### src/inc/dual_timer_pkg.sv
// Shared constants for the dual 8-bit timer/counter block
package dual_timer_pkg;

   // Peripheral transfer addresses
   localparam logic [6:0] ADDR_T0_LIMIT   = 7'h02;
   localparam logic [6:0] ADDR_T1_LIMIT   = 7'h03;
   localparam logic [6:0] ADDR_JOINT_CNT  = 7'h45;

   // Register file addresses
   localparam logic [6:0] RF_PIN_SEL      = 7'h0B;
   localparam logic [6:0] RF_T0_MODE      = 7'h11;
   localparam logic [6:0] RF_T1_MODE      = 7'h12;
   localparam logic [6:0] RF_IRQ_ALLOW    = 7'h13;
   localparam logic [6:0] RF_IRQ_PEND     = 7'h14;

   // Field positions in a mode nibble and in the pin-select nibble
   localparam int BIT_SEL_LO  = 0;
   localparam int BIT_SEL_HI  = 1;
   localparam int BIT_CLEAR   = 2;
   localparam int BIT_RUN     = 3;
   localparam int BIT_PIN_SEL = 3;

   // Reset values
   localparam logic [7:0] LIMIT_RESET     = 8'hFF;
   localparam logic [7:0] COUNT_RESET     = 8'h00;
   localparam logic [1:0] T0_SEL_RESET    = 2'h0;
   localparam logic [1:0] T1_SEL_RESET    = 2'h0;
   localparam logic       T0_RUN_RESET    = 1'h0;
   localparam logic       T1_RUN_RESET    = 1'h1;
   localparam logic       TOGGLE_RESET    = 1'h1;

   // Prescaler taps: pulse when the low bits are all ones
   localparam int         PRESC_W         = 10;
   localparam logic [9:0] MASK_DIV16      = 10'h00F;
   localparam logic [9:0] MASK_DIV64      = 10'h03F;
   localparam logic [9:0] MASK_DIV256     = 10'h0FF;
   localparam logic [9:0] MASK_DIV512     = 10'h1FF;
   localparam logic [9:0] MASK_DIV1024    = 10'h3FF;

   typedef logic [1:0] pulse_sel_t;

   typedef enum logic [1:0] {
      ST_WAIT = 2'b01,
      ST_RUN  = 2'b10
   } stab_state_t;

endpackage

### src/verilog/count_channel8.sv
// One 8-bit count register with period limit, comparator and read freeze
`timescale 1ns/1ps
module count_channel8 #(
   parameter int         CNT_W       = 8,
   parameter logic [7:0] LIMIT_INIT  = 8'hFF
) (
   input  wire logic             clock,
   input  wire logic             srst,
   input  wire logic             pulse,
   input  wire logic             hold,
   input  wire logic             countClear,
   input  wire logic             limitWe,
   input  wire logic [CNT_W-1:0] limitData,
   output logic      [CNT_W-1:0] count_ff,
   output logic                  match_ff
);
   import dual_timer_pkg::*;

   if (CNT_W != 8) begin : g_bad_width
      $error("count_channel8 supports only an 8-bit count");
   end

   logic [CNT_W-1:0] limit_ff;
   logic             pending_ff;
   logic             apply;

   // A pulse seen during a frozen read is replayed once afterwards
   assign apply = !hold && (pulse || pending_ff);

   always_ff @(posedge clock) begin
      if (srst || countClear) begin
         pending_ff <= 1'b0;
      end else if (hold) begin
         pending_ff <= pending_ff || pulse;
      end else begin
         pending_ff <= 1'b0;
      end
   end

   always_ff @(posedge clock) begin
      if (srst) begin
         limit_ff <= LIMIT_INIT;
      end else if (limitWe) begin
         limit_ff <= limitData;
      end
   end

   always_ff @(posedge clock) begin
      if (srst) begin
         count_ff <= COUNT_RESET;
         match_ff <= 1'b0;
      end else if (countClear) begin
         count_ff <= COUNT_RESET;
         match_ff <= 1'b0;
      end else if (apply && count_ff == limit_ff) begin
         count_ff <= COUNT_RESET;
         match_ff <= 1'b1;
      end else begin
         count_ff <= apply ? count_ff + 1'b1 : count_ff;
         match_ff <= 1'b0;
      end
   end

   property p_incr;
      @(posedge clock) disable iff (srst)
      (apply && !countClear && count_ff != limit_ff) |=> count_ff == $past(count_ff) + 1'b1;
   endproperty
   a_incr: assert property (p_incr) else $error("count did not advance");

   property p_wrap;
      @(posedge clock) disable iff (srst)
      (apply && !countClear && count_ff == limit_ff) |=> (count_ff == 8'h00 && match_ff);
   endproperty
   a_wrap: assert property (p_wrap) else $error("match did not clear count");

   property p_clear;
      @(posedge clock) disable iff (srst)
      countClear |=> (count_ff == 8'h00 && !match_ff);
   endproperty
   a_clear: assert property (p_clear) else $error("count clear ignored");

   property p_freeze;
      @(posedge clock) disable iff (srst)
      (hold && !countClear) |=> count_ff == $past(count_ff);
   endproperty
   a_freeze: assert property (p_freeze) else $error("count moved during read");

   property p_replay;
      @(posedge clock) disable iff (srst)
      (hold && pulse && !countClear) ##1 (!hold && !countClear && count_ff != limit_ff)
         |=> count_ff == $past(count_ff) + 1'b1;
   endproperty
   a_replay: assert property (p_replay) else $error("held pulse was lost");

endmodule // count_channel8

### src/verilog/dual_eight_bit_timer_counter.sv
// Two 8-bit timer/counters with prescaler, read freeze and start-up wait
`timescale 1ns/1ps
module dual_eight_bit_timer_counter #(
   parameter logic [7:0] T1_LIMIT_INIT = dual_timer_pkg::LIMIT_RESET
) (
   input  wire logic        clock,
   input  wire logic        srst,
   input  wire logic [6:0]  periphAddr,
   input  wire logic        periphWrite,
   input  wire logic        periphRead,
   input  wire logic [15:0] transferBuffer,
   output logic      [15:0] periphRdata_ff,
   input  wire logic [6:0]  rfAddr,
   input  wire logic        rfWrite,
   input  wire logic [3:0]  rfWdata,
   output logic      [3:0]  rfRdata_ff,
   input  wire logic        extPulsePin,
   input  wire logic        globalIrqEnable,
   output logic             timer0IrqTaken_ff,
   output logic             timer1IrqTaken_ff,
   output logic             programStart_ff,
   output logic             timer0ToggleOutput_ff,
   output logic             timer0PinOut_ff,
   output logic             timer0PinOe_ff
);
   import dual_timer_pkg::*;

   if (T1_LIMIT_INIT == 8'h00) begin : g_bad_limit
      $error("timer 1 reset limit must not be zero");
   end

   ////////////////////////////////////////////////////////////////////////////
   // Declarations

   logic [PRESC_W-1:0] presc_ff;
   logic               tap16;
   logic               tap64;
   logic               tap256;
   logic               tap512;
   logic               tap1024;
   logic               extSync1_ff;
   logic               extSync2_ff;
   logic               extPrev_ff;
   logic               extEdge_ff;
   logic               timer0_run_ff;
   logic               timer1_run_ff;
   pulse_sel_t         timer0Sel_ff;
   pulse_sel_t         timer1Sel_ff;
   logic               timer0_count_clear_ff;
   logic               timer1_count_clear_ff;
   logic               timer0_pin_select_ff;
   logic               timer0_irq_allow_ff;
   logic               timer1_irq_allow_ff;
   logic               timer0_irq_pending_ff;
   logic               timer1_irq_pending_ff;
   logic               t0Src;
   logic               t1Src;
   logic               t0Pulse;
   logic               t1Pulse;
   logic [7:0]         t0Count;
   logic [7:0]         t1Count;
   logic               t0Match;
   logic               t1Match;
   logic               t0LimitWe;
   logic               t1LimitWe;
   logic               t0ModeWe;
   logic               t1ModeWe;
   logic               take0;
   logic               take1;
   logic [3:0]         nxt_rfRdata;
   stab_state_t        stab_ff;

   ////////////////////////////////////////////////////////////////////////////
   // Prescaler, never cleared by a count clear

   always_ff @(posedge clock) begin
      if (srst) begin
         presc_ff <= '0;
      end else begin
         presc_ff <= presc_ff + 1'b1;
      end
   end

   assign tap16   = (presc_ff & MASK_DIV16) == MASK_DIV16;
   assign tap64   = (presc_ff & MASK_DIV64) == MASK_DIV64;
   assign tap256  = (presc_ff & MASK_DIV256) == MASK_DIV256;
   assign tap512  = (presc_ff & MASK_DIV512) == MASK_DIV512;
   assign tap1024 = (presc_ff & MASK_DIV1024) == MASK_DIV1024;

   ////////////////////////////////////////////////////////////////////////////
   // External pulse pin: two-flop sync, then rising edge

   always_ff @(posedge clock) begin
      if (srst) begin
         extSync1_ff <= 1'b0;
         extSync2_ff <= 1'b0;
         extPrev_ff  <= 1'b0;
         extEdge_ff  <= 1'b0;
      end else begin
         extSync1_ff <= extPulsePin;
         extSync2_ff <= extSync1_ff;
         extPrev_ff  <= extSync2_ff;
         extEdge_ff  <= extSync2_ff && !extPrev_ff;
      end
   end

   ////////////////////////////////////////////////////////////////////////////
   // Count pulse selection

   always_comb begin
      case (timer0Sel_ff)
         2'h0:    t0Src = tap256;
         2'h1:    t0Src = tap64;
         2'h2:    t0Src = tap16;
         default: t0Src = extEdge_ff;
      endcase
   end

   always_comb begin
      case (timer1Sel_ff)
         2'h0:    t1Src = tap512;
         2'h1:    t1Src = tap1024;
         2'h2:    t1Src = tap256;
         default: t1Src = t0Match;
      endcase
   end

   // Stopped timers see no pulses
   assign t0Pulse = t0Src && timer0_run_ff;
   assign t1Pulse = t1Src && timer1_run_ff;

   ////////////////////////////////////////////////////////////////////////////
   // Peripheral transfers

   assign t0LimitWe = periphWrite && periphAddr == ADDR_T0_LIMIT;
   assign t1LimitWe = periphWrite && periphAddr == ADDR_T1_LIMIT;

   // Limits are not readable; only the joint count answers a read
   always_ff @(posedge clock) begin
      if (srst) begin
         periphRdata_ff <= 16'h0000;
      end else if (periphRead && periphAddr == ADDR_JOINT_CNT) begin
         periphRdata_ff <= {t1Count, t0Count};
      end else if (periphRead) begin
         periphRdata_ff <= 16'h0000;
      end
   end

   count_channel8 #(
      .CNT_W      (8),
      .LIMIT_INIT (LIMIT_RESET)
   ) u_timer0 (
      .clock      (clock),
      .srst       (srst),
      .pulse      (t0Pulse),
      .hold       (periphRead),
      .countClear (timer0_count_clear_ff),
      .limitWe    (t0LimitWe),
      .limitData  (transferBuffer[7:0]),
      .count_ff   (t0Count),
      .match_ff   (t0Match)
   );

   count_channel8 #(
      .CNT_W      (8),
      .LIMIT_INIT (T1_LIMIT_INIT)
   ) u_timer1 (
      .clock      (clock),
      .srst       (srst),
      .pulse      (t1Pulse),
      .hold       (periphRead),
      .countClear (timer1_count_clear_ff),
      .limitWe    (t1LimitWe),
      .limitData  (transferBuffer[7:0]),
      .count_ff   (t1Count),
      .match_ff   (t1Match)
   );

   ////////////////////////////////////////////////////////////////////////////
   // Register file writes

   assign t0ModeWe = rfWrite && rfAddr == RF_T0_MODE;
   assign t1ModeWe = rfWrite && rfAddr == RF_T1_MODE;

   always_ff @(posedge clock) begin
      if (srst) begin
         timer0_run_ff <= T0_RUN_RESET;
         timer0Sel_ff  <= T0_SEL_RESET;
      end else if (t0ModeWe) begin
         timer0_run_ff <= rfWdata[BIT_RUN];
         timer0Sel_ff  <= {rfWdata[BIT_SEL_HI], rfWdata[BIT_SEL_LO]};
      end
   end

   always_ff @(posedge clock) begin
      if (srst) begin
         timer1_run_ff <= T1_RUN_RESET;
         timer1Sel_ff  <= T1_SEL_RESET;
      end else if (t1ModeWe) begin
         timer1_run_ff <= rfWdata[BIT_RUN];
         timer1Sel_ff  <= {rfWdata[BIT_SEL_HI], rfWdata[BIT_SEL_LO]};
      end
   end

   // One-cycle clear pulses; nothing stores them
   always_ff @(posedge clock) begin
      if (srst) begin
         timer0_count_clear_ff <= 1'b0;
         timer1_count_clear_ff <= 1'b0;
      end else begin
         timer0_count_clear_ff <= t0ModeWe && rfWdata[BIT_CLEAR];
         timer1_count_clear_ff <= t1ModeWe && rfWdata[BIT_CLEAR];
      end
   end

   always_ff @(posedge clock) begin
      if (srst) begin
         timer0_pin_select_ff <= 1'b0;
         timer0_irq_allow_ff  <= 1'b0;
         timer1_irq_allow_ff  <= 1'b0;
      end else if (rfWrite && rfAddr == RF_PIN_SEL) begin
         timer0_pin_select_ff <= rfWdata[BIT_PIN_SEL];
      end else if (rfWrite && rfAddr == RF_IRQ_ALLOW) begin
         timer0_irq_allow_ff  <= rfWdata[0];
         timer1_irq_allow_ff  <= rfWdata[1];
      end
   end

   ////////////////////////////////////////////////////////////////////////////
   // Register file reads, one cycle late

   always_comb begin
      nxt_rfRdata = 4'h0;
      if (rfAddr == RF_T0_MODE) begin
         nxt_rfRdata = {timer0_run_ff, 1'b0, timer0Sel_ff};
      end else if (rfAddr == RF_T1_MODE) begin
         nxt_rfRdata = {timer1_run_ff, 1'b0, timer1Sel_ff};
      end else if (rfAddr == RF_PIN_SEL) begin
         nxt_rfRdata = {timer0_pin_select_ff, 3'h0};
      end else if (rfAddr == RF_IRQ_ALLOW) begin
         nxt_rfRdata = {2'h0, timer1_irq_allow_ff, timer0_irq_allow_ff};
      end else if (rfAddr == RF_IRQ_PEND) begin
         nxt_rfRdata = {2'h0, timer1_irq_pending_ff, timer0_irq_pending_ff};
      end
   end

   always_ff @(posedge clock) begin
      if (srst) begin
         rfRdata_ff <= 4'h0;
      end else begin
         rfRdata_ff <= nxt_rfRdata;
      end
   end

   ////////////////////////////////////////////////////////////////////////////
   // Interrupt requests; a new match wins over acceptance

   // Timer 0 is served first when both are ready
   assign take0 = globalIrqEnable && timer0_irq_allow_ff && timer0_irq_pending_ff;
   assign take1 = globalIrqEnable && timer1_irq_allow_ff && timer1_irq_pending_ff
                  && !take0;

   always_ff @(posedge clock) begin
      if (srst) begin
         timer0_irq_pending_ff <= 1'b0;
         timer1_irq_pending_ff <= 1'b0;
      end else begin
         timer0_irq_pending_ff <= t0Match || (timer0_irq_pending_ff && !take0);
         timer1_irq_pending_ff <= t1Match || (timer1_irq_pending_ff && !take1);
      end
   end

   always_ff @(posedge clock) begin
      if (srst) begin
         timer0IrqTaken_ff <= 1'b0;
         timer1IrqTaken_ff <= 1'b0;
      end else begin
         timer0IrqTaken_ff <= take0;
         timer1IrqTaken_ff <= take1;
      end
   end

   ////////////////////////////////////////////////////////////////////////////
   // Timer 0 toggle output and open-drain pin

   always_ff @(posedge clock) begin
      if (srst || timer0_count_clear_ff) begin
         timer0ToggleOutput_ff <= TOGGLE_RESET;
      end else if (t0Match) begin
         timer0ToggleOutput_ff <= !timer0ToggleOutput_ff;
      end
   end

   // Open drain: only ever pulls low
   always_ff @(posedge clock) begin
      if (srst) begin
         timer0PinOut_ff <= 1'b0;
         timer0PinOe_ff  <= 1'b0;
      end else begin
         timer0PinOut_ff <= 1'b0;
         timer0PinOe_ff  <= timer0_pin_select_ff && !timer0ToggleOutput_ff;
      end
   end

   ////////////////////////////////////////////////////////////////////////////
   // Start-up wait: first timer 1 match releases the core

   always_ff @(posedge clock) begin
      if (srst) begin
         stab_ff <= ST_WAIT;
      end else begin
         case (stab_ff)
            ST_WAIT: stab_ff <= t1Match ? ST_RUN : ST_WAIT;
            ST_RUN:  stab_ff <= ST_RUN;
            default: stab_ff <= ST_WAIT;
         endcase
      end
   end

   always_ff @(posedge clock) begin
      if (srst) begin
         programStart_ff <= 1'b0;
      end else begin
         programStart_ff <= stab_ff == ST_RUN;
      end
   end

   ////////////////////////////////////////////////////////////////////////////
   // Checks

   property p_irq_set;
      @(posedge clock) disable iff (srst)
      t0Match |=> timer0_irq_pending_ff;
   endproperty
   a_irq_set: assert property (p_irq_set) else $error("match lost its request");

   property p_irq_take;
      @(posedge clock) disable iff (srst)
      timer1IrqTaken_ff |-> ($past(globalIrqEnable) && $past(timer1_irq_allow_ff)
                             && (timer1_irq_pending_ff == $past(t1Match)));
   endproperty
   a_irq_take: assert property (p_irq_take) else $error("bad interrupt acceptance");

   property p_reset_modes;
      @(posedge clock) disable iff (srst)
      $past(srst) |-> (timer0Sel_ff == 2'h0 && timer1Sel_ff == 2'h0 && timer1_run_ff
                       && !timer0_run_ff);
   endproperty
   a_reset_modes: assert property (p_reset_modes) else $error("bad mode after reset");

   property p_clear_reads_zero;
      @(posedge clock) disable iff (srst)
      (rfAddr == RF_T0_MODE || rfAddr == RF_T1_MODE) |=> !rfRdata_ff[BIT_CLEAR];
   endproperty
   a_clear_reads_zero: assert property (p_clear_reads_zero) else $error("clear bit read 1");

   property p_start_wait;
      @(posedge clock) disable iff (srst)
      (stab_ff == ST_WAIT && !t1Match) |=> ##1 !programStart_ff;
   endproperty
   a_start_wait: assert property (p_start_wait) else $error("start before wait end");

   property p_toggle;
      @(posedge clock) disable iff (srst)
      (t0Match && !timer0_count_clear_ff) |=> timer0ToggleOutput_ff != $past(timer0ToggleOutput_ff);
   endproperty
   a_toggle: assert property (p_toggle) else $error("toggle missed a match");

   property p_stopped;
      @(posedge clock) disable iff (srst)
      (!timer0_run_ff && !periphRead && !timer0_count_clear_ff) [*2] |=> t0Count == $past(t0Count);
   endproperty
   a_stopped: assert property (p_stopped) else $error("stopped timer counted");

   property p_joint_read;
      @(posedge clock) disable iff (srst)
      (periphRead && periphAddr == ADDR_JOINT_CNT) |=> periphRdata_ff == {t1Count, t0Count};
   endproperty
   a_joint_read: assert property (p_joint_read) else $error("joint count wrong");

endmodule // dual_eight_bit_timer_counter

### config.mk
export PLATFORM = sky130hd
export DESIGN_NAME = dual_eight_bit_timer_counter
export DESIGN_NICKNAME = d
export VERILOG_FILES = /design/src/inc/dual_timer_pkg.sv /design/src/verilog/count_channel8.sv /design/src/verilog/dual_eight_bit_timer_counter.sv
export SDC_FILE = /design/constraint.sdc
export NUM_CORES = 1
export LEC_CHECK = 0
export ABC_CLOCK_PERIOD_IN_PS = 4500
export BUFFER_PORTS_ARGS = -buffer_cell sky130_fd_sc_hd__buf_4
export CAP_MARGIN = 20
export CORE_MARGIN = 3
export CORE_UTILIZATION = 45
export CTS_CLUSTER_DIAMETER = 30
export DETAILED_ROUTE_END_ITERATION = 12
export GPL_ROUTABILITY_DRIVEN = 0
export PLACE_DENSITY_LB_ADDON = 0.05
export REMOVE_ABC_BUFFERS = 1
export SYNTH_ARGS = -nofsm -noshare
export SYNTH_HDL_FRONTEND = slang
export SYNTH_SLANG_ARGS = --single-unit
### constraint.sdc
create_clock -name clock -period 4.5 [get_ports clock]
set_input_delay 0.225 -clock clock [delete_from_list [all_inputs] [get_ports clock]]
set_output_delay 0.225 -clock clock [all_outputs]
set_load 0.03 [all_outputs]
* Yosys cells after proc, flatten, opt, wreduce, memory -nomap -nowiden
Cells that the tools add are included.
Storage, ports and cells: memory bits (writable) 0, memories 0, output and inout port bits 26, logic and storage cells 118, latch bits 0, input port bits 41, bits in registers 90, bits in read-only memories 0
Cells by class: multipliers 0, multiplexer cells 13, $add $sub $neg 3, reductions and logical operators 46, eq/ne operators 21, magnitude comparators 0, bitwise logic cells 2, divide/modulo/power cells 0, shifts and indexed selects 0
Operators by type and width (number):
- 16-bit 2-to-1 mux | 2
- 7-bit by 5-bit equality test with 1-bit output, second input constant | 4
- 1-bit logical AND | 24
- 8-bit by 1-bit adder with 8-bit output, second input constant | 2
- 8-bit equality test | 2
- 7-bit by 2-bit equality test with 1-bit output, second input constant | 2
- 4-bit 2-to-1 mux | 3
- 10-bit by 1-bit adder with 10-bit output, second input constant | 1
- 10-bit equality test, second input constant | 1
- 9-bit equality test, second input constant | 1
- 8-bit equality test, second input constant | 1
- 2-bit OR reduction | 4
- 7-bit by 4-bit equality test with 1-bit output, second input constant | 1
- 7-bit equality test, second input constant | 1
- 2-bit by 1-bit equality test with 1-bit output, second input constant | 3
- 2-bit equality test, second input constant | 3
- 6-bit equality test, second input constant | 1
- 1-bit logical OR | 6
- 2-bit 2-to-1 mux | 3
- 1-bit case mux with 3 select lines | 2
- 3-bit OR reduction | 2
- 1-bit logical NOT | 5
- 5-bit OR reduction | 1
- 4-bit equality test, second input constant | 1
- other kinds (6) | 9

* Depth between registers and ports, before layout
word-level depth 7, gate-level depth with buffers 10

* Hierarchy
Synthesis repeated with hierarchy kept, for this count alone.
Unflattened totals: cell total of the unflattened synthesis 382, area, all modules 3883.7 um^2
Modules (own cells, without submodules):
- dual_eight_bit_timer_counter | area each 2199.6 um^2, cells each 224, instances 1, sequential area each 1061.0 um^2
- count_channel8 | area each 842.1 um^2, cells each 79, instances 2, sequential area each 360.3 um^2

* Worst setup path after synthesis
OpenSTA, ideal clock, no wires.
path type flip-flop to flip-flop, from register presc_ff[0], to register u_timer1.count_ff[0], cell stages (with the launch flop) 11, clock period less this slack 2.036 ns, path slack 2.464 ns, setup time 0.117 ns, arrival 1.919 ns, cells stage by stage dfxtp_1 > ha_1 > nand3_1 > nor2_1 > ha_1 > nor3b_1 > a31oi_1 > a311oi_4 > buf_6 > mux2i_1 > nor2_1
Between the ends: cells in the longest elaborated chain, start to end 7, elaborated cells between the ends (all ways) 9, classes of those cells eq/ne: 3; mux: 1; reduce/logical: 5
RTL lines:
- start, declared | line dual_eight_bit_timer_counter.sv:35 | logic [PRESC_W-1:0] presc_ff;
- start signal, assigned | line dual_eight_bit_timer_counter.sv:80 | presc_ff <= presc_ff + 1'b1;
- 10-bit equality test, or another cell as far along | line dual_eight_bit_timer_counter.sv:88 | assign tap1024 = (presc_ff & MASK_DIV1024) == MASK_DIV1024;
- 1-bit case mux with 3 select lines (*) | line dual_eight_bit_timer_counter.sv:120 | case (timer1Sel_ff)
- 1-bit logical AND (*) | line dual_eight_bit_timer_counter.sv:130 | assign t1Pulse = t1Src && timer1_run_ff;
- 1-bit logical OR (*) | line count_channel8.sv:28 | assign apply = !hold && (pulse || pending_ff);
- 1-bit logical AND (*) | line count_channel8.sv:28
- 1-bit logical AND | line count_channel8.sv:55 | end else if (apply && count_ff == limit_ff) begin
- 3-bit OR reduction (no line)
- end signal, assigned | line count_channel8.sv:59 | count_ff <= apply ? count_ff + 1'b1 : count_ff;
- end, declared | line count_channel8.sv:14 | output logic [CNT_W-1:0] count_ff,
Mark *: on every way between the ends. The rest lies on a longest branch, timed or not. A chain may end at the register's enable or synchronous reset.

* Worst setup path after layout
from register presc_ff[0], to register u_timer1.count_ff[7]
Same word-level chain as after synthesis.

==> summary.md <==
The flow ran to the end, and the final reports show no timing, DRC or antenna violations. Yosys instantiated no cell more often than dfxtp_1. Once the clock tree was built, the setup fixing pass inserted 0 buffers.

Among the stages of the critical path, the cell type that occurs most often is ha_1. The slew of the pin with the lowest slew margin came out at 1027 ps. The count of nets left with antenna violations once routing finished came out at 0. The number of cells on the worst reg-to-reg path was 9. The worst path meets setup with 1986 ps of slack. Along the worst path, the maximum fanout reaches 16. For the detailed placement HPWL, the log shows 5762 um.

After synthesis, the netlist uses 55 different library cells. Each instance of the synthesized netlist takes up on average 9.089 um2. The detailed router placed 3081 vias in this run. The primary flip-flop cell chosen by synthesis mapping is dfxtp_1. The startpoint of the lowest-slack register-to-register path is presc_ff[0].

By area the synthesized netlist is led by dfxtp_1, mux2i_1, nor2_1. Port buffering added 56 buffers. The tools report the number of antenna violations at the first check in global routing as 0. The count of boundary I/O pins is 67. The number of cells traversed by the worst hold path works out to 2. The wire length of the first global-routing pass is 13860 um, and the delay of the slowest critical-path stage is 700 ps.

For this design the ratio of total power to cell area is 292.2 nW/um2. The total overflow left after global routing is 0. The clock network accounts for 35.6% of the total power.

After detailed routing, the number of vias per cell comes to 5.196. The run gives 62 as the largest net degree at the start of global routing. The share of layout cells above drive strength 1 came out at 18.65%. Clock skew on the completed layout was measured at 14.52 ps.

The tools report the data required time at the worst endpoint as 4750 ps. The worst hold-check path type was primary input to register. The buffering stage count on the worst path with inverters included was 0; the maximum frequency from static timing analysis was 397.8 MHz. In this run, post-CTS repair resized a total of 0 instances. The internal power of the cells totals 1.018 mW. The tools report the floorplan die area as 9861 um2. In this run the standard cell core region covers 8341 um2.

At the later pin of the worst-skew pair, clock insertion delay measures 360 ps. In the routed design, unresolved DRC markers number 0. Relative to the synthesized area, the layout overhead comes to 16.38%. Hold timing on the final database bottoms out at a slack of 90.73 ps. For the number of clock buffers inserted by TritonCTS, the log shows 9.

Summing internal, switching and leakage power gives 1.332 mW. The total number of clock tree sinks was 89. The clock-pin transition on the worst setup and hold timing paths is 80 ps.

For the arrival time of data at the critical path endpoint, the log shows 2770 ps. In this run, synthesis inferred 0 flip-flops with an integrated enable. The tools report the placement-stage worst setup slack as 1995 ps. The pre-antenna-repair detailed-routing pass consisted of 4 iterations. Net switching component of the power: 0.3143 mW. In this run the static leakage power is 1.852 nW. The max-slew violation count was 0; the max-cap violation count was 0.

The die is 99.31 um wide. Sequential elements use 45.48% of the synthesized area. For this run, asynchronously set or reset flops after synthesis account for 0%.

Once the floorplan was initialized, standard cells occupied 46.97% of the core. TritonCTS built the clock tree. The tools report the source of the worst hold timing path as extPulsePin.

Counting buffers and inverters, the worst setup path is 9 cells deep. The tools report the count of mapped cells out of synthesis as 431. For the number of failing hold endpoints at the final stage, the log shows 0. Cells fill 54.67% of the core in the end. The proportion of power drawn by combinational gates is 4.8%. The first routing iteration left 90 violations.

The tools report the launching element type of the critical path as a register. The cell type of the slowest stage on the worst timing path is a311oi_4. The root buffer cell is clkbuf_8.

For hold timing, the worst endpoint is extSync1_ff. Capturing point of the worst reg2reg path: u_timer1.count_ff[7]. The synthesized design spends more area on one cell type than any other, namely dfxtp_1.

Headroom to the max-slew limit came out at 30.94%. The critical path goes through ha_1 > nand3_1 > nor2_1 > ha_1 > nor3b_1 > a31oi_1 > a311oi_4 > o21ai_0 > a31o_1. The synthesized netlist occupies a cell area of 3918 um2. The switching part of the total power works out to 23.59%. Family with the most delay on the worst path: compound AO/OA/AOI/OAI gates. IR analysis of the VDD net gives a maximum drop of 0.1400 mV.

The reg2reg setup slack was 1990 ps; the sum of routed wire length over all layers was 8080 um. Counting instances in the post-synthesis netlist gives the leading cell types as dfxtp_1, nor2_1, nand2_1, a21oi_1. The final layout contains 530 nets.

The worst setup path is captured at a register. The worst setup path is of the register to register kind. Final critical path time including I/O delays and setup: 2514 ps.

The fraction of post-synthesis cell area in the top cell type by area is 45.48%, and the setup violation total in the final timing report is 0. The number of global-route vias before repair came out at 2915. The clock passes through at most 2 buffers.

0 antenna diodes ended up in the layout. The combined global-route utilization of all metal layers came out at 17.27%. Dividing the final minimum period by the clock period gives 55.87%. The number of buffers added to fix hold violations after cts is 0, and the number of levels in the clock H-tree is 3.

For this run, the number of Yosys warnings is 0. After detailed routing, the average wire length per cell comes to 13.63 um. The floorplan has 33 rows.

Die extent in y: 99.31 um. In this run, flip-flops and latches consume 59.6% of the power. Setup repair after global routing left no endpoint under its margin. In the final timing run, aggregate negative setup slack is 0 ps. Synthesis inferred 89 register bits.
-- power by group through the flow --
| stage | Sequential [mW] | Clock [mW] | Combinational (mW) |
|---|---|---|---|
| after floorplan | 0.812 | 0 | 0.0214 |
| after global placement | 0.813 | 0 | 0.0638 |
| after detailed placement | 0.813 | 0 | 0.0648 |
| after CTS | 0.794 | 0.491 | 0.0650 |
| after global routing | 0.795 | 0.522 | 0.0707 |
| final | 0.794 | 0.474 | 0.0644 |
-- routing by layer --
metal | wire (um) | share of wire, % | vias up | track usage (%)
met3 | 387 | 4.8 | 12 | 5.049
met2 | 3651 | 45 | 57 | 27.32
li1 | - | - | 1596 | -
met1 | 3908 | 48 | 1416 | 22.71
met5 | 0 | 0 | - | 0
met4 | 133 | 1.6 | 0 | 5.672
-- cells by family (layout without fill, tap and decap cells) --
group	Yosys count	after routing	share of synthesized area [%]
flip-flops	89	89	45.48
multiplexers	25	25	6.452
AND/OR/NAND/NOR	197	197	26.96
buffers and inverters	24	80	2.938
AO/OA/AOI/OAI	65	65	10.80
adder cells (fa/ha/maj)	6	6	1.916
other	1	2	0.09572
XOR/XNOR	24	24	5.366
-- stage by stage --
step           instances  cell area, um2
6_report             593            4559
5_1_grt              593            4559
4_1_cts              593            4559
3_5_place_dp         577            4395
3_3_place_gp         576            4384
2_1_floorplan        415            3832
-- worst max path at each step --
stage | to | start | slack (ps)
floorplan | u_timer1.count_ff[7] | presc_ff[0] | 2310
global placement | u_timer1.count_ff[7] | presc_ff[0] | 2040
detailed placement | u_timer1.count_ff[7] | presc_ff[0] | 2000
CTS | u_timer1.count_ff[7] | presc_ff[0] | 1980
global route | u_timer1.count_ff[7] | presc_ff[0] | 1770
finish | u_timer1.count_ff[7] | presc_ff[0] | 1990
-- flip-flops by register name, indices dropped and copies added (netlist names), 3 cells and up --
register           count
periphRdata_ff        16
presc_ff              10
u_timer0.count_ff      8
u_timer0.limit_ff      8
u_timer1.count_ff      8
u_timer1.limit_ff      8
rfRdata_ff             3
-- cell usage in the layout (no fill, tap or decap), types with 7 or more instances in the layout --
cell	n
nor2_1	49
nand2_1	34
xor2_1	20
o21ai_0	10
a21oi_1	30
nor2b_1	23
and3_1	12
clkbuf_8	9
buf_4	56
nand3_1	17
dfxtp_1	89
nand2b_1	13
mux2i_1	23
nor3b_1	7
nor4_1	7
-- final cells by class --
cell class | count | area [um2]
Inverter | 7 | 26.28
Fill cell | 793 | 3781
Clock inverter | 5 | 32.53
Sequential cell | 89 | 1782
Tap cell | 105 | 131.4
Multi-Input combinational cell | 319 | 2024
Clock buffer | 11 | 131.4
Timing Repair Buffer | 57 | 431.7
(Power assumes the default switching activity.)
